--- src/frpd_pkg.sv ---
// Shared constants and types of the resume, power-down and identification command block
package frpd_pkg;

  // ----------------------------------------------------------------
  // Instruction codes
  // ----------------------------------------------------------------
  localparam logic [7:0] OP_RESUME    = 8'h7A;  // Resume suspended job
  localparam logic [7:0] OP_SUSPEND   = 8'h75;  // Suspend running job
  localparam logic [7:0] OP_PDOWN     = 8'hB9;  // Enter power-down
  localparam logic [7:0] OP_RELEASE   = 8'hAB;  // Release / device ID
  localparam logic [7:0] OP_MDID      = 8'h90;  // Maker and device ID
  localparam logic [7:0] OP_MDID_DUAL = 8'h92;  // Same, two lanes
  localparam logic [7:0] OP_MDID_QUAD = 8'h94;  // Same, four lanes
  localparam logic [7:0] OP_UID       = 8'h4B;  // 64-bit unique number
  localparam logic [7:0] OP_JEDEC     = 8'h9F;  // Three-byte identity

  // ----------------------------------------------------------------
  // Frame positions, counted in rising serial clock edges
  // ----------------------------------------------------------------
  localparam logic [7:0] OPCODE_BITS = 8'h08;  // Opcode length
  localparam logic [7:0] START_REL   = 8'h20;  // Opcode + 3 dummy bytes
  localparam logic [7:0] START_MDID  = 8'h20;  // Opcode + 24-bit address
  localparam logic [7:0] START_DUAL  = 8'h18;  // Opcode + 12 addr + 4 mode
  localparam logic [7:0] START_QUAD  = 8'h14;  // Opcode + 4 dummy + 6 addr + 2 mode
  localparam logic [7:0] START_UID   = 8'h28;  // Opcode + 4 dummy bytes
  localparam logic [7:0] START_JEDEC = 8'h08;  // Data follows the opcode
  localparam logic [7:0] DUAL_ADR_END = 8'h14;  // Dual address ends here
  localparam logic [7:0] QUAD_ADR_BEG = 8'h0C;  // Quad address starts here
  localparam logic [7:0] QUAD_ADR_END = 8'h12;  // Quad address ends here

  // ----------------------------------------------------------------
  // Timing
  // ----------------------------------------------------------------
  localparam int unsigned CLK_PERIOD_NS           = 10;
  localparam int unsigned POWERDOWN_ENTRY_TIME_NS = 3000;
  localparam int unsigned WAKE_DELAY_NS           = 3000;
  localparam int unsigned WAKE_WITH_ID_DELAY_NS   = 1800;
  localparam int unsigned TMR_W                   = 16;
  // Longest times, so round down
  localparam logic [TMR_W-1:0] PD_ENTRY_CYC = TMR_W'(POWERDOWN_ENTRY_TIME_NS / CLK_PERIOD_NS);
  localparam logic [TMR_W-1:0] WAKE_CYC     = TMR_W'(WAKE_DELAY_NS / CLK_PERIOD_NS);
  localparam logic [TMR_W-1:0] WAKE_ID_CYC  = TMR_W'(WAKE_WITH_ID_DELAY_NS / CLK_PERIOD_NS);

  // ----------------------------------------------------------------
  // Types
  // ----------------------------------------------------------------
  typedef enum logic [3:0] {
    ST_NORMAL = 4'b0001,
    ST_ENTER  = 4'b0010,
    ST_PDOWN  = 4'b0100,
    ST_WAKE   = 4'b1000
  } frpd_state_t;

  typedef enum logic [2:0] {
    LANE_X1 = 3'b001,
    LANE_X2 = 3'b010,
    LANE_X4 = 3'b100
  } frpd_lane_t;

  typedef struct packed {
    logic       cs_n;  // Chip select, low active
    logic       sclk;  // Serial clock
    logic [3:0] io;    // Data lanes in
  } frpd_link_in_t;

  typedef struct packed {
    logic [3:0] io;    // Data lanes out
    logic [3:0] oe;    // Lane drive enables
  } frpd_link_out_t;

  typedef struct packed {
    logic busy;          // Job running
    logic suspend_flag;  // Job suspended
    logic powerdown;     // Deep power-down
  } frpd_flags_t;

endpackage : frpd_pkg

--- src/frpd_top.sv ---
// Resume, power-down and identification command handling of a serial flash
// What this block does
// - Resume only when suspended and not busy
// - Resume clears suspend, raises busy quickly
// - Resume ignored after power-lost suspend
// - Power-down needs exactly eight bits, then deselect
// - Enter power-down within entry time
// - Powered down: only release opcode recognised
// - Power-up always in normal operation
// - Release opcode wakes; commands after wake delay
// - Release plus dummies repeats device ID
// - Release opcode ignored while busy, except when powered down
// - Zero address, then maker and device ID
// - Dual width address and ID, alternating
// - Quad: dummies, address, ID four bits
// - Four dummy bytes, then 64-bit number
// - Maker, memory type, capacity bytes out
// - Suspend sets flag, drops busy
`timescale 1ns/1ns

module frpd_top
  import frpd_pkg::*;
#(
  parameter logic [7:0]  MFR_ID    = 8'h5A,                  // Arbitrary value
  parameter logic [7:0]  DEV_ID    = 8'h17,                  // Arbitrary value
  parameter logic [7:0]  MEM_TYPE  = 8'h40,                  // Arbitrary value
  parameter logic [7:0]  CAPACITY  = 8'h18,                  // Arbitrary value
  parameter logic [63:0] UNIQUE_ID = 64'h0123_4567_89AB_CDEF  // Arbitrary value
)(
  // Clock and reset
  input  wire logic                     clock_i,
  input  wire logic                     rstn_i,
  // Serial link from the host
  input  wire frpd_pkg::frpd_link_in_t  link_i,
  output frpd_pkg::frpd_link_out_t      link_o,
  // Erase/program engine
  input  wire logic                     job_start_i,
  input  wire logic                     job_done_i,
  output logic                          suspend_o,
  output logic                          resume_o,
  // Supply monitor, asynchronous
  input  wire logic                     power_lost_i,
  // Status
  output frpd_pkg::frpd_flags_t         flags_o
);
  import frpd_pkg::*;

  // ----------------------------------------------------------------
  // Reset release and input synchronisers
  // ----------------------------------------------------------------
  logic [1:0] rst_sync_r;  // Reset release pipeline
  logic       rstn;        // Synchronised reset
  logic [6:0] sync1_r;     // First stage, read only by second
  logic [6:0] sync2_r;     // Second stage, safe to use
  logic [6:0] sync3_r;     // Previous value for edges

  // Reset asserts at once, releases after two edges
  always_ff @(posedge clock_i or negedge rstn_i)
  begin
    if (!rstn_i)
      rst_sync_r <= 2'b00;
    else
      rst_sync_r <= {rst_sync_r[0], 1'b1};
  end
  assign rstn = rst_sync_r[1];

  // Two flops on every pin, a third for edge finding
  always_ff @(posedge clock_i or negedge rstn)
  begin
    if (!rstn)
    begin
      sync1_r <= 7'h7F;
      sync2_r <= 7'h7F;
      sync3_r <= 7'h7F;
    end
    else
    begin
      sync1_r <= {power_lost_i, link_i.cs_n, link_i.sclk, link_i.io};
      sync2_r <= sync1_r;
      sync3_r <= sync2_r;
    end
  end

  // Named views of the synchronised pins
  wire       pwr_lost = sync2_r[6] & ~sync3_r[6];  // Loss event
  wire       cs_n     = sync2_r[5];
  wire       cs_rise  = sync2_r[5] & ~sync3_r[5];  // Frame end
  wire       sck_rise = ~cs_n & sync2_r[4] & ~sync3_r[4];
  wire       sck_fall = ~cs_n & ~sync2_r[4] & sync3_r[4];
  wire [3:0] din      = sync2_r[3:0];

  // ----------------------------------------------------------------
  // Frame state
  // ----------------------------------------------------------------
  frpd_state_t      state_r;    // Power state
  frpd_state_t      state_nxt;
  logic [TMR_W-1:0] tmr_r;      // Power-state timer
  logic [TMR_W-1:0] tmr_nxt;
  logic [7:0]       cnt_r;      // Rising edges this frame
  logic [7:0]       op_r;       // Opcode shift register
  logic             ok_r;       // Opcode accepted
  logic             adr_nz_r;   // Nonzero address seen
  logic [7:0]       start_r;    // Edge count where output begins
  frpd_lane_t       lane_r;     // Output width
  logic [63:0]      stream_r;   // Output bits, MSB first
  logic             busy_r;     // Job running
  logic             busy_nxt;
  logic             sus_r;      // Job suspended
  logic             sus_nxt;
  logic             lost_r;     // Suspend lost to power failure
  logic             lost_nxt;

  // ----------------------------------------------------------------
  // Opcode decode
  // ----------------------------------------------------------------
  wire [7:0] op_full  = {op_r[6:0], din[0]};
  wire       last_op  = sck_rise & (cnt_r == OPCODE_BITS - 8'h01);
  wire       in_norm  = (state_r == ST_NORMAL);
  wire       in_pdown = (state_r == ST_PDOWN);
  wire       is_rel   = (op_full == OP_RELEASE);
  wire       is_mdid  = (op_full == OP_MDID) | (op_full == OP_MDID_DUAL) | (op_full == OP_MDID_QUAD);
  wire       is_id    = is_mdid | (op_full == OP_UID) | (op_full == OP_JEDEC);
  // Reads are refused during a job; the job runs on untouched
  wire       op_norm  = in_norm & ~(busy_r & (is_rel | is_id));
  // Powered down, only the release opcode is heard
  wire       op_acc   = op_norm | (in_pdown & is_rel);

  // Stream contents and where the output phase begins
  wire [15:0] md_pair = {MFR_ID, DEV_ID};
  wire [23:0] jedec   = {MFR_ID, MEM_TYPE, CAPACITY};
  logic [63:0] load_val;
  logic [7:0]  load_start;
  frpd_lane_t  load_lane;

  // Select preload per opcode
  always_comb
  begin
    load_val   = 64'h0000_0000_0000_0000;
    load_start = 8'hFF;
    load_lane  = LANE_X1;
    case (op_full)
      OP_RELEASE:
      begin
        load_val   = {8{DEV_ID}};
        load_start = START_REL;
      end
      OP_MDID:
      begin
        load_val   = {4{md_pair}};
        load_start = START_MDID;
      end
      OP_MDID_DUAL:
      begin
        load_val   = {4{md_pair}};
        load_start = START_DUAL;
        load_lane  = LANE_X2;
      end
      OP_MDID_QUAD:
      begin
        load_val   = {4{md_pair}};
        load_start = START_QUAD;
        load_lane  = LANE_X4;
      end
      OP_UID:
      begin
        load_val   = UNIQUE_ID;
        load_start = START_UID;
      end
      OP_JEDEC:
      begin
        load_val   = {jedec, jedec, jedec[23:8]};
        load_start = START_JEDEC;
      end
      default:
      begin
        load_start = 8'hFF;  // Nothing to send
      end
    endcase
  end

  // ----------------------------------------------------------------
  // Address check and output lanes
  // ----------------------------------------------------------------
  // Address windows per width; any set bit blocks the ID output
  wire win_x1 = (op_r == OP_MDID) & (cnt_r >= OPCODE_BITS) & (cnt_r < START_MDID);
  wire win_x2 = (op_r == OP_MDID_DUAL) & (cnt_r >= OPCODE_BITS) & (cnt_r < DUAL_ADR_END);
  wire win_x4 = (op_r == OP_MDID_QUAD) & (cnt_r >= QUAD_ADR_BEG) & (cnt_r < QUAD_ADR_END);
  wire adr_hit = (win_x1 & din[0]) | (win_x2 & |din[1:0]) | (win_x4 & |din);
  // Opcodes with nothing to send never drive, even once the count saturates
  wire out_on  = ok_r & ~adr_nz_r & (start_r != 8'hFF) & (cnt_r >= start_r);

  logic [3:0]  lanes;      // Next lane values
  logic [3:0]  lane_oe;    // Next lane enables
  logic [63:0] stream_rot; // Stream after one shift

  // Width-dependent lane mapping; single width drives the DO lane
  always_comb
  begin
    case (lane_r)
      LANE_X2:
      begin
        lanes      = {2'b00, stream_r[63:62]};
        lane_oe    = 4'b0011;
        stream_rot = {stream_r[61:0], stream_r[63:62]};
      end
      LANE_X4:
      begin
        lanes      = stream_r[63:60];
        lane_oe    = 4'b1111;
        stream_rot = {stream_r[59:0], stream_r[63:60]};
      end
      default:
      begin
        lanes      = {2'b00, stream_r[63], 1'b0};
        lane_oe    = 4'b0010;
        stream_rot = {stream_r[62:0], stream_r[63]};
      end
    endcase
  end

  // ----------------------------------------------------------------
  // Serial frame engine
  // ----------------------------------------------------------------
  // Counts edges, shifts opcode in, data out on falling edges
  always_ff @(posedge clock_i or negedge rstn)
  begin
    if (!rstn)
    begin
      cnt_r    <= 8'h00;
      op_r     <= 8'h00;
      ok_r     <= 1'b0;
      adr_nz_r <= 1'b0;
      start_r  <= 8'hFF;
      lane_r   <= LANE_X1;
      stream_r <= 64'h0000_0000_0000_0000;
      link_o   <= '0;
    end
    else if (cs_n)
    begin
      // Deselected: clear the frame and release the lanes
      cnt_r    <= 8'h00;
      ok_r     <= 1'b0;
      adr_nz_r <= 1'b0;
      link_o   <= '0;
    end
    else
    begin
      if (sck_rise)
      begin
        // Saturate so long reads never wrap back into decode
        if (cnt_r != 8'hFF)
          cnt_r <= cnt_r + 8'h01;
        if (cnt_r < OPCODE_BITS)
          op_r <= op_full;
        if (adr_hit)
          adr_nz_r <= 1'b1;
      end
      if (last_op)
      begin
        ok_r     <= op_acc;
        start_r  <= load_start;
        lane_r   <= load_lane;
        stream_r <= load_val;
      end
      // Output changes on falling edges only
      if (sck_fall && out_on)
      begin
        link_o.io <= lanes;
        link_o.oe <= lane_oe;
        stream_r  <= stream_rot;
      end
    end
  end

  // ----------------------------------------------------------------
  // Frame-end commands
  // ----------------------------------------------------------------
  // Exactly eight bits, then deselect
  wire only_op    = cs_rise & ok_r & (cnt_r == OPCODE_BITS);
  wire end_pdown  = only_op & in_norm & (op_r == OP_PDOWN);
  wire end_resume = only_op & in_norm & (op_r == OP_RESUME) & sus_r & ~busy_r & ~lost_r;
  wire end_susp   = only_op & in_norm & (op_r == OP_SUSPEND) & ~sus_r & busy_r;
  wire end_wake   = cs_rise & ok_r & in_pdown & (op_r == OP_RELEASE) & (cnt_r >= OPCODE_BITS);
  wire wake_id    = cnt_r > OPCODE_BITS;  // ID was read too

  // ----------------------------------------------------------------
  // Power state and job flags
  // ----------------------------------------------------------------
  // Next power state and timer
  always_comb
  begin
    state_nxt = state_r;
    tmr_nxt   = (tmr_r != '0) ? tmr_r - TMR_W'(1) : tmr_r;
    case (state_r)
      ST_NORMAL:
      begin
        if (end_pdown)
        begin
          state_nxt = ST_ENTER;
          tmr_nxt   = PD_ENTRY_CYC;
        end
      end
      ST_ENTER:
      begin
        if (tmr_r <= TMR_W'(1))
          state_nxt = ST_PDOWN;
      end
      ST_PDOWN:
      begin
        if (end_wake)
        begin
          state_nxt = ST_WAKE;
          tmr_nxt   = wake_id ? WAKE_ID_CYC : WAKE_CYC;
        end
      end
      ST_WAKE:
      begin
        // Every command is refused until the delay is over
        if (tmr_r <= TMR_W'(1))
          state_nxt = ST_NORMAL;
      end
      default:
      begin
        state_nxt = ST_NORMAL;
      end
    endcase
    // Loss of supply restarts in normal operation
    if (pwr_lost)
      state_nxt = ST_NORMAL;
  end

  // Job flags; setting events are applied last so they win
  always_comb
  begin
    busy_nxt = busy_r;
    sus_nxt  = sus_r;
    lost_nxt = lost_r;
    if (job_done_i)
      busy_nxt = 1'b0;
    if (pwr_lost)
    begin
      busy_nxt = 1'b0;
      sus_nxt  = 1'b0;
      lost_nxt = 1'b1;
    end
    if (end_resume)
    begin
      sus_nxt  = 1'b0;
      busy_nxt = 1'b1;
    end
    if (end_susp)
    begin
      sus_nxt  = 1'b1;
      busy_nxt = 1'b0;
      lost_nxt = 1'b0;
    end
    if (job_start_i)
      busy_nxt = 1'b1;
  end

  // Power-up state is always normal operation
  always_ff @(posedge clock_i or negedge rstn)
  begin
    if (!rstn)
    begin
      state_r <= ST_NORMAL;
      tmr_r   <= '0;
      busy_r  <= 1'b0;
      sus_r   <= 1'b0;
      lost_r  <= 1'b0;
    end
    else
    begin
      state_r <= state_nxt;
      tmr_r   <= tmr_nxt;
      busy_r  <= busy_nxt;
      sus_r   <= sus_nxt;
      lost_r  <= lost_nxt;
    end
  end

  // Engine pulses and status, all from flops
  always_ff @(posedge clock_i or negedge rstn)
  begin
    if (!rstn)
    begin
      suspend_o <= 1'b0;
      resume_o  <= 1'b0;
      flags_o   <= '0;
    end
    else
    begin
      suspend_o <= end_susp;
      resume_o  <= end_resume;
      flags_o   <= '{busy: busy_nxt, suspend_flag: sus_nxt, powerdown: (state_nxt == ST_PDOWN)};
    end
  end

endmodule : frpd_top

--- config.mk ---
export PLATFORM = sky130hd
export DESIGN_NAME = frpd_top
export DESIGN_NICKNAME = d
export VERILOG_FILES = /design/src/frpd_pkg.sv /design/src/frpd_top.sv
export SDC_FILE = /design/constraint.sdc
export NUM_CORES = 1
export LEC_CHECK = 0
export ABC_AREA = 1
export ABC_CLOCK_PERIOD_IN_PS = 4900
export BUFFER_PORTS_ARGS = -buffer_cell sky130_fd_sc_hd__buf_2
export CORE_ASPECT_RATIO = 0.6
export CORE_MARGIN = 4
export CORE_UTILIZATION = 50
export CTS_BUF_LIST = sky130_fd_sc_hd__clkbuf_16
export DETAILED_ROUTE_END_ITERATION = 16
export GPL_ROUTABILITY_DRIVEN = 1
export PLACE_DENSITY = 0.66
export SLEW_MARGIN = 25
export SYNTH_ARGS = -nofsm -noshare
export SYNTH_HDL_FRONTEND = slang
export SYNTH_SLANG_ARGS = --single-unit
--- constraint.sdc ---
create_clock -name clock_i -period 4.9 [get_ports clock_i]
set_clock_uncertainty 0.1 [all_clocks]
set_input_delay 0.245 -clock clock_i [delete_from_list [all_inputs] [get_ports clock_i]]
set_output_delay 0.245 -clock clock_i [all_outputs]
set_load 0.05 [all_outputs]
Word level (Yosys, flattened, before mapping)

Cells that the tools add are included.

Add/sub/neg operators: 2
Magnitude comparators: 9
Equal/unequal tests: 24
Muxes and demuxes: 39
Bitwise logic cells: 54
Reductions and logical operators: 20

Operators with widths:

| kind                                                             | number |
|---|---|
| case mux 63 bit (4 select lines)                                 | 1 |
| 2-to-1 mux 64 bit                                                | 2 |
| case mux 64 bit (2 select lines)                                 | 1 |
| equality test 8 bit (second input constant)                      | 10 |
| 2-to-1 mux 16 bit                                                | 3 |
| 2-to-1 mux 8 bit                                                 | 5 |
| case mux 8 bit (5 select lines)                                  | 1 |
| bitwise AND 1 bit                                                | 36 |
| case mux 16 bit (2 select lines)                                 | 1 |
| equality test 8 x 7 -> 1 bit (second input constant)             | 3 |
| 2-to-1 mux 4 bit                                                 | 5 |
| >= comparator 8 x 4 -> 1 bit (second input constant)             | 2 |
| less-or-equal comparator 16 x 1 -> 1 bit (second input constant) | 1 |
| < comparator 8 x 5 -> 1 bit (second input constant)              | 2 |
| != test 8 bit (second input constant)                            | 2 |
| case mux 4 bit (2 select lines)                                  | 2 |
| case mux 4 bit (4 select lines)                                  | 1 |
| nonzero test 16 bit                                              | 1 |
| subtractor 16 x 1 -> 16 bit (second input constant)              | 1 |
| 2-to-1 mux 1 bit                                                 | 15 |
| nonzero test 2 bit                                               | 7 |
| NOT 1 bit                                                        | 10 |
| 2-to-1 mux 9 bit                                                 | 1 |
| adder 8 x 1 -> 8 bit (second input constant)                     | 1 |
| 22 further kinds                                                 | 34 |

Bits in registers: 150
Logic and storage cells: 169

Longest topological paths before layout

Gate-level depths: netlist of the first run.

Depth in word-level cells: 12
Gate-level depth with buffers: 15

Least setup slack after synthesis of the first run

No wires, ideal clock.

Path kind: reg2reg
Start: register start_r[6]
End: register stream_r[18]
Setup time: 0.113 ns
Arrival: 1.893 ns
Data required time: 4.687 ns
Setup slack: 2.794 ns
Stages on the path, launching flop included: 14
Cell sequence: dfstp_2 -> inv_1 -> ha_1 -> nand2_1 -> nor2_1 -> nor2_1 -> nand2_1 -> nand2_1 -> nand2_1 -> nand2_2 -> clkbuf_1 -> nand3_1 -> nand2_1 -> inv_1

Longest elaborated chain between the ends: 6

RTL lines:

| what                                                        | RTL line        | source |
|---|---|---|
| from (decl)                                                 | frpd_top.sv:103 | `logic [7:0] start_r;` |
| from (signal assigned)                                      | frpd_top.sv:261 | `start_r <= load_start;` |
| branches (longest 2 deep; another with >= comparator 8 bit) | --              |  |
| bitwise AND 1 bit *                                         | frpd_top.sv:190 | `wire out_on = ok_r & ~adr_nz_r & (start_r != 8'hFF) & (cnt_r >= start_r);` |
| logical AND 1 bit *                                         | frpd_top.sv:266 | `if (sck_fall && out_on)` |
| nonzero test 2 bit (no source line)                         | --              |  |
| AND reduction 2 bit (no source line)                        | --              |  |
| to (signal assigned)                                        | frpd_top.sv:263 | `stream_r <= load_val;` |
| to (signal assigned)                                        | frpd_top.sv:270 | `stream_r <= stream_rot;` |
| to (decl)                                                   | frpd_top.sv:105 | `logic [63:0] stream_r;` |

Every way passes the cells marked *.
A chain may end at the register's enable or synchronous reset.

Final worst setup path of the first run

Start: register start_r[6]
End: register stream_r[27]

Same word-level chain as after synthesis.

==> results of run 1 <==
==> sequential cells by signal (all words and copies together), names as in the netlist, 4 cells and up <==
signal    flops
link_o        7
state_r       4
tmr_r        16
start_r       5
sync1_r       7
stream_r     64
sync2_r       7
cnt_r         8
op_r          8
==> power groups by stage <==
stage	Clock, mW	Sequential, mW	Combinational (mW)
after global routing	1.40	1.29	0.569
after detailed placement	0	1.30	0.478
after global placement	0	1.30	0.471
after floorplan	0	1.29	0.379
after CTS	1.34	1.28	0.487
final	1.33	1.28	0.492
==> worst min-delay path by stage <==
stage                     slack (ns)   start             to  cells after the start
after floorplan                -0.15  rstn_i  rst_sync_r[0]                      0
after global placement         -0.07  rstn_i  rst_sync_r[0]                      1
after detailed placement       -0.07  rstn_i  rst_sync_r[0]                      1
after CTS                       0.02  rstn_i  rst_sync_r[1]                      2
after global routing            0.04  rstn_i  rst_sync_r[0]                      2
final                           0.03  rstn_i  rst_sync_r[0]                      2
==> cell families (layout without fill, tap and decap cells) <==
family	count (synthesis)	count (layout)	synth area share [%]
xor gates and xnor gates	7	7	0.723
and+or+nand+nor	822	822	42.7
other	1	1	0.0442
buffers and inverters	149	164	7.21
DFF	142	142	42.2
AOI/OAI and AO/OA	81	81	5.19
adders and majority gates	13	13	1.92
==> worst register-to-register path, delay by kind of cell, from the launching register on <==
family / cells / cell delay, ns
AO/OA/AOI/OAI: 2 / 0.31
adder cells (fa/ha/maj): 1 / 0.30
buffers and inverters: 3 / 1.02
flip-flops: 1 / 0.55
AND/OR/NAND/NOR: 6 / 0.82
==> metrics by stage <==
step / setup WS, ns / area, um2 / hold slack (ns)
after floorplan: 0.593 / 8490 / -0.151
after global placement: 1.82 / 8700 / -0.0663
after detailed placement: 1.79 / 8700 / -0.0667
after CTS: 1.78 / 9400 / 0.0172
after global routing: 1.54 / 9410 / 0.0379
final: 1.74 / 9410 / 0.0312
==> cells in the final DEF, fill, tap and decap left out, types with 6 or more instances in the layout <==
cell type / instances
nand2_1: 419
nand3_1: 263
dfrtp_1: 117
nor2_1: 81
inv_1: 78
o21ai_0: 43
dfstp_2: 24
buf_2: 23
a21oi_1: 22
clkbuf_16: 19
nor3_1: 18
ha_1: 13
buf_4: 11
nand4_1: 10
dlygate4sd3_1: 10
nand3b_1: 9
inv_2: 7
o211ai_1: 7
clkinv_4: 7
xor2_1: 6
==> per-layer routing <==
metal / track usage, % / up-vias
met4: 5.39 / 0
met1: 39.9 / 3834
met3: 5.44 / 17
met5: 0 / -
li1: - / 3958
met2: 35.2 / 388
==> cell type report <==
cell class                      count  area, um2  area share (%)
Sequential cell                   142       3590            38.1
Multi-Input combinational cell    924       4300            45.7
Clock inverter                     13        126            1.34
Timing Repair Buffer               44        298            3.17
Inverter                           88        330            3.51
Tap cell                          228        285            3.03
Clock buffer                       19        475            5.06
==> impl_metrics.ini, run 1 <==
[timing]
grt_setup_unrepaired = false
hold_viol_final = 0
finalCritPeriodShare_pct = 64.6
clock.fmax_mhz = 316
drv_slew = 0
tightestPinTransition_ns = 0.869
setup_viol = 0
fin_crit_ns = 3.16
slew_headroom_pct = 41.7
fin_setup_tns_ns = 0

[critical_path]
slowest_delay_ns = 0.55
crit_start = start_r[6]
rrSetupSlack_ns = 1.74
cpMostUsedCell = nand2_1
cp-end-kind = flip-flop
crit_type = flip-flop to flip-flop
required_ns = 5.16
crit_chain = inv_1 > ha_1 > a21oi_1 > o21a_1 > nand2_2 > nand2_2 > buf_4 > buf_4 > nand2_1 > nand2_1 > nand2_1 > nand2_1
start_kind = flip-flop
crit_end = stream_r[27]
rr_worst_depth = 12
crit_slowest_cell = dfstp_2
crit_cells = 12
critical_path_buf_inv_count = 3
rr_endpoint = stream_r[27]
path_max_fanout = 42
rr_startpoint = start_r[6]
crit_arrival_ns = 3.42
critical_path.top_delay_family = buffers and inverters

[global_route]
grt_max_degree = 64
grt_pass1_vias = 7369
grt_use_total_pct = 25.3
grt_pass1_wl_mm = 38.8
grt_remaining_overflow = 0
antenna_found_initial = 0

[logic_synthesis]
yosys_warnings = 0
ys_ff_latch = 142
synth_top_area_cell = dfrtp_1
synth.distinct_cells = 40
syn-num-nets = 1239
postSynthCellCount = 1215
yosys-top-cells-count = 420 x nand2_1, 264 x nand3_1, 118 x dfrtp_1
synth-main-ff-cell = dfrtp_1
synth-edff-count = 0
synth_top_area_share_pct = 34.8
seq_area_frac_synth_pct = 42.2
yosys-top-cells-area = dfrtp_1 35%, nand2_1 19%, nand3_1 16%
syn_avg_cell_area_um2 = 6.98
synth_most_common_cell = nand2_1
syn_area_um2 = 8490
async_flop_share_pct = 100

[layout]
final_core_util_pct = 57.2
final_cells = 1458
nFillCells = 1512
drive_gt1_share_pct = 9.76
diodes = 0
nets = 1241
area_delta_synth_final_pct = 10.8

[run_status]
outcome = complete, no violations

[floorplanning]
rows = 36
die_x_um = 176
die_h_um = 109
io_pins = 24
start_util_pct = 51.6
core_area_um2 = 16400
die_area_um2 = 19200

[cts]
clk_pin_slew_worst_paths_ns = 0.06
clock_latency_ns = 0.43
cts_num_sinks = 142
htree_levels = 4
cts_resized = 0
root_buffer = clkbuf_16
cts_buffer_depth = 2
cts_setup_buffers = 0
cts_tree = built
hold_buffers = 10
cts_made_buffers = 17

[routing]
first_pass_iters = 5
ant_nets = 0
drc_errors = 0
dr.max_layer_used = met4
drt-total-wl_mm = 23.3
wl_met3_mm = 2.04
wl_met2_mm = 9.47
wl_met1_mm = 11.6
drtIter0Drc = 782
vias = 8197
wl_per_cell_um = 16.0
viasPerCell = 5.62

[placed_design]
gp_congestion = 0.904
place_inst = 1416
hpwl_mm = 14.6
io_buffers = 23

[power]
p_leak_nw = 4.89
p_sw_share_pct = 29.9
power-per-cell-area_nw_per_um2 = 329
power_frac_clock_pct = 42.9
p_seq_share_pct = 41.3
power_mw = 3.10
switchingPower_mw = 0.925
share_comb_of_total_power_pct = 15.9
p_int_mw = 2.17
peakVddDrop_mv = 0.240

[min_path]
hp-class = input port to async pin

[run]
drv_cap = 0
Note: power is estimated with default switching activity, not from simulation.
==> inputs of run 2 (changes only) <==
ABC_CLOCK_PERIOD_IN_PS = 2580   (was 4900)
PLACE_DENSITY = 0.69   (was 0.66)
clock period = 2.58 ns   (was 4.9 ns; I/O delays follow)
==> run 2 against run 1 <==
Effect of this change:
- setup slack got worse by 1.6 ns
- utilization increased by 1.4 points
- cell area up 2.4%
- die area is the same
- register-to-register slack lost 1.6 ns
- clock power is 91% higher
- combinational power shrank 45%
- non-clock buffer count up 22
- count of clock-buffer cells in the layout decreased by 1
- highest routed layer unchanged
- global-route usage grew 0.27 points
- critical path depth is 2 lower
- maximum frequency is 28% higher
==> impl_metrics.ini, run 2 (synthesis gave the netlist of run 1 again) <==
[layout]
top_register = stream_r
final_common_cell = nand2_1
nets = 1263
drive_gt1_share_pct = 10.9
nFillCells = 1511
largest_reg_flops = 64
final_cell_mix = 419 x nand2_1, 263 x nand3_1, 117 x dfrtp_1
final_area_um2 = 9630
reg.largest.list = stream_r x64, tmr_r x16
final_core_util_pct = 58.6
area_delta_synth_final_pct = 13.5
diodes = 0

[power]
power-per-cell-area_nw_per_um2 = 538
p_int_mw = 3.94
peakVddDrop_mv = 0.388
p_leak_nw = 5.02
p_sw_share_pct = 24.0
share_comb_of_total_power_pct = 5.3
p_seq_share_pct = 45.6
switchingPower_mw = 1.24
power_frac_clock_pct = 49.1

[critical_path]
start_kind = flip-flop
cp-end-kind = flip-flop
rrSetupSlack_ns = 0.12
rr_startpoint = lane_r[0]
crit_end = stream_r[6]
rr_worst_depth = 10
crit_arrival_ns = 2.68
required_ns = 2.79
rr_endpoint = stream_r[6]
path_max_fanout = 17
crit_start = lane_r[0]
crit_type = flip-flop to flip-flop

[global_route]
grt_pass1_vias = 7550
grt_pass1_wl_mm = 39.6
grt_max_degree = 55
antenna_found_initial = 0
grt_use_total_pct = 25.5
grt_remaining_overflow = 0

[routing]
drt-total-wl_mm = 23.6
wl_per_cell_um = 15.9
vias = 8293
viasPerCell = 5.60
drtIter0Drc = 999
drc_errors = 0
ant_nets = 0
first_pass_iters = 6

[cts]
cts_num_sinks = 142
cts_tree = built
clk_pin_slew_worst_paths_ns = 0.06
cts_resized = 0
clock_latency_ns = 0.42
htree_levels = 4
cts_buffer_depth = 2
root_buffer = clkbuf_16
cts_made_buffers = 17

[floorplanning]
die_area_um2 = 19200
die_h_um = 109
rows = 36
die_x_um = 176
io_pins = 24
core_area_um2 = 16400
start_util_pct = 51.6

[placed_design]
place_area_um2 = 8920
hpwl_mm = 15.5
gp_congestion = 0.876
io_buffers = 23

[timing]
drv_slew = 0
finalCritPeriodShare_pct = 95.4
hold_ws_ns = 0.221
fin_setup_tns_ns = 0
setup_viol = 0
fin_crit_ns = 2.46
hold_viol_final = 0
slew_headroom_pct = 56.9
tightestPinTransition_ns = 0.647
grt_setup_unrepaired = false
clock.fmax_mhz = 406

[min_path]
hp-class = flip-flop to async pin

[run_status]
outcome = complete, no violations

[run]
drv_cap = 0
-- run 2: final cells by class --
cell class                      instances  area (um2)  share of cell area, %
Timing Repair Buffer                   66         528                   5.48
Clock buffer                           18         450                   4.68
Sequential cell                       142        3590                   37.3
Tap cell                              228         285                   2.96
Clock inverter                         14         150                   1.56
Multi-Input combinational cell        924        4300                   44.6
Inverter                               88         330                   3.43
-- run 2: worst min-delay path by stage --
stage,startpoint,to,cells after the start
6_report,rst_sync_r[1],lane_r[1],0
5_1_grt,link_i[0],sync1_r[0],2
4_1_cts,link_i[0],sync1_r[0],2
3_5_place_dp,rstn_i,rst_sync_r[0],1
3_3_place_gp,rstn_i,rst_sync_r[0],1
2_1_floorplan,rstn_i,rst_sync_r[0],0
-- run 2: repair_timing --
item,CTS,global route
buffers inserted,0,0
hold buffers,11,0
endpoints found under the hold margin,10,0
-- run 2: power groups by stage --
stage,sequential [mW],combinational [mW],clock [mW]
6_report,2.36,0.272,2.54
5_1_grt,2.37,0.310,2.68
4_1_cts,2.36,0.270,2.57
3_5_place_dp,2.40,0.255,0
3_3_place_gp,2.40,0.252,0
2_1_floorplan,2.40,0.158,0
-- run 2: routing by layer --
layer  up-vias  global-route usage [%]  part of all wire, %
li1       4016                       -                    -
met1      3898                    41.5                   51
met2       365                    34.5                   40
met3        14                    5.51                  8.5
met4         0                    4.78                 0.58
met5         -                       0                    0
-- run 2: critical path, cell delays in order, from the launching register on --
cell	delay, ns
dfstp_2	0.36
inv_1	0.11
nand3_2	0.36
nand2_1	0.42
clkinv_1	0.45
nand2_1	0.18
nand3_1	0.12
nand3_1	0.09
nand2_1	0.06
nand2_1	0.05
inv_1	0.03
-- run 2: through the flow --
| stage | setup slack (ns) | instances | total power, mW |
|---|---|---|---|
| after floorplan | 0.145 | 1215 | 2.56 |
| after global placement | 0.216 | 1437 | 2.65 |
| after detailed placement | 0.241 | 1437 | 2.66 |
| after CTS | 0.185 | 1480 | 5.21 |
| after global routing | 0.0115 | 1480 | 5.36 |
| final | 0.117 | 1480 | 5.18 |
==> inputs of run 3 (changes only) <==
--- a/config.mk
+++ b/config.mk
@@ -7,5 +7,5 @@
 export LEC_CHECK = 0
 export ABC_AREA = 1
-export ABC_CLOCK_PERIOD_IN_PS = 2580
+export ABC_CLOCK_PERIOD_IN_PS = 3000
 export BUFFER_PORTS_ARGS = -buffer_cell sky130_fd_sc_hd__buf_2
 export CORE_ASPECT_RATIO = 0.6
@@ -15,5 +15,5 @@
 export DETAILED_ROUTE_END_ITERATION = 16
 export GPL_ROUTABILITY_DRIVEN = 1
-export PLACE_DENSITY = 0.69
+export PLACE_DENSITY = 0.66
 export SLEW_MARGIN = 25
 export SYNTH_ARGS = -nofsm -noshare
==> constraint.sdc (replaced) <==
create_clock -name clock_i -period 3 [get_ports clock_i]
set_clock_uncertainty 0.1 [all_clocks]
set_input_delay 0.45 -clock clock_i [delete_from_list [all_inputs] [get_ports clock_i]]
set_output_delay 0.45 -clock clock_i [all_outputs]
set_load 0.05 [all_outputs]
==> run 3 against run 2 <==
Effect of this change:
- combinational power fell by 24%
- non-clock buffer count fell by 21
- largest power group unchanged
- count of clock-buffer cells in the layout rose by 2
- power fell by 12%
- wire length fell by 0.85%
- die area did not move
- critical path type unchanged
==> impl_metrics.ini, run 3 (synthesis gave the netlist of run 1 again) <==
[run_status]
outcome = complete, no violations

[layout]
final_common_cell = nand2_1
final_area_um2 = 9480
final_cell_mix = 419 x nand2_1, 263 x nand3_1, 117 x dfrtp_1
top_register = stream_r
nets = 1242
final_cells = 1459
diodes = 0
largest_reg_flops = 64
drive_gt1_share_pct = 10.6
area_delta_synth_final_pct = 11.7
reg.largest.list = stream_r x64, tmr_r x16
final_core_util_pct = 57.6

[power]
peakVddDrop_mv = 0.359
power_mw = 4.54
power-per-cell-area_nw_per_um2 = 479
p_leak_nw = 4.94

[timing]
slew_headroom_pct = 53.0
grt_setup_unrepaired = false
tightestPinTransition_ns = 0.701
hold_viol_final = 0
setup_viol = 0
drv_slew = 0
fin_setup_tns_ns = 0
finalCritPeriodShare_pct = 86.6
fin_crit_ns = 2.60
clock.fmax_mhz = 385

[routing]
viasPerCell = 5.57
ant_nets = 0
drt-total-wl_mm = 23.3
drtIter0Drc = 995
wl_per_cell_um = 16.0
vias = 8132
first_pass_iters = 7
drc_errors = 0

[critical_path]
path_max_fanout = 26
crit_type = flip-flop to flip-flop
cp-end-kind = flip-flop
start_kind = flip-flop
rr_worst_depth = 10
crit_arrival_ns = 2.86
required_ns = 3.26

[run]
drv_cap = 0

[placed_design]
place_area_um2 = 8820
hpwl_mm = 15.1
io_buffers = 23
gp_congestion = 0.868
place_inst = 1426

[floorplanning]
core_area_um2 = 16400
die_h_um = 109
die_area_um2 = 19200
die_x_um = 176
io_pins = 24
rows = 36
start_util_pct = 51.6

[cts]
root_buffer = clkbuf_16
clk_pin_slew_worst_paths_ns = 0.07
htree_levels = 4
hold_buffers = 1
cts_buffer_depth = 2
cts_resized = 0
clock_latency_ns = 0.43
cts_made_buffers = 17
cts_num_sinks = 142
cts_tree = built
cts_setup_buffers = 0

[global_route]
grt_pass1_wl_mm = 38.8
grt_remaining_overflow = 0
grt_pass1_vias = 7409
antenna_found_initial = 0
grt_max_degree = 62
grt_use_total_pct = 25.3

[min_path]
hp-class = input port to flip-flop
min_path_cells = 1
-- run 3: cell count changes in the layout (fill, tap and decap cells not counted) --
cell / change
buf_12: -1
dlygate4sd3_1: -10
inv_1: -2
buf_4: -10
clkinv_1: -4
bufinv_16: -1
clkbuf_16: +2
clkinv_4: +2
inv_6: +4
clkinvlp_4: -1
-- run 3: worst paths after layout --
path	start	end	slack (ns)
max reg2reg	start_r[6]	stream_r[60]	0.40
max in group asynchronous	rst_sync_r[1]	stream_r[23]	1.73
min	link_i[1]	sync1_r[1]	0.02
min in group asynchronous	rstn_i	rst_sync_r[1]	0.24
max	start_r[6]	stream_r[60]	0.40
min reg2reg	rst_sync_r[0]	rst_sync_r[1]	0.25
-- run 3: metrics by stage --
step	worst slack [ns]	hold slack, ns
floorplan	0.565	0.0544
global route	0.150	0.00471
CTS	0.405	0.00391
detailed placement	0.418	0.136
finish	0.401	0.0207
global placement	0.503	0.136
-- run 3: power breakdown --
group          internal, mW  total, mW  switching (mW)
clock network          1.39       2.30           0.908
logic                0.0594      0.206           0.147
registers              1.97       2.03          0.0627
-- run 3: cell type report --
type / instances / area, um2
Tap cell: 228 / 285
Fill cell: 1505 / 6960
Sequential cell: 142 / 3590
Clock buffer: 20 / 500
Multi-Input combinational cell: 924 / 4300
Timing Repair Buffer: 45 / 333
Inverter: 88 / 330
Clock inverter: 12 / 143
-- run 3: layer usage --
layer	track usage, %	vias up	share of wire [%]
li1	-	3972	-
met2	34.8	353	40
met1	39.3	3793	50
met4	5.62	0	0.68
met3	6.90	14	10
met5	0	-	0
-- run 3: critical path, cell delays in order, from the launching register on --
cell and delay (ns):
dfstp_2 0.55, inv_1 0.09, ha_1 0.31, a21oi_1 0.15, o21a_1 0.15, nand2_2 0.07, nand2_2 0.41, nand2_1 0.42
nand2_1 0.16, nand2_1 0.06, nand2_1 0.06
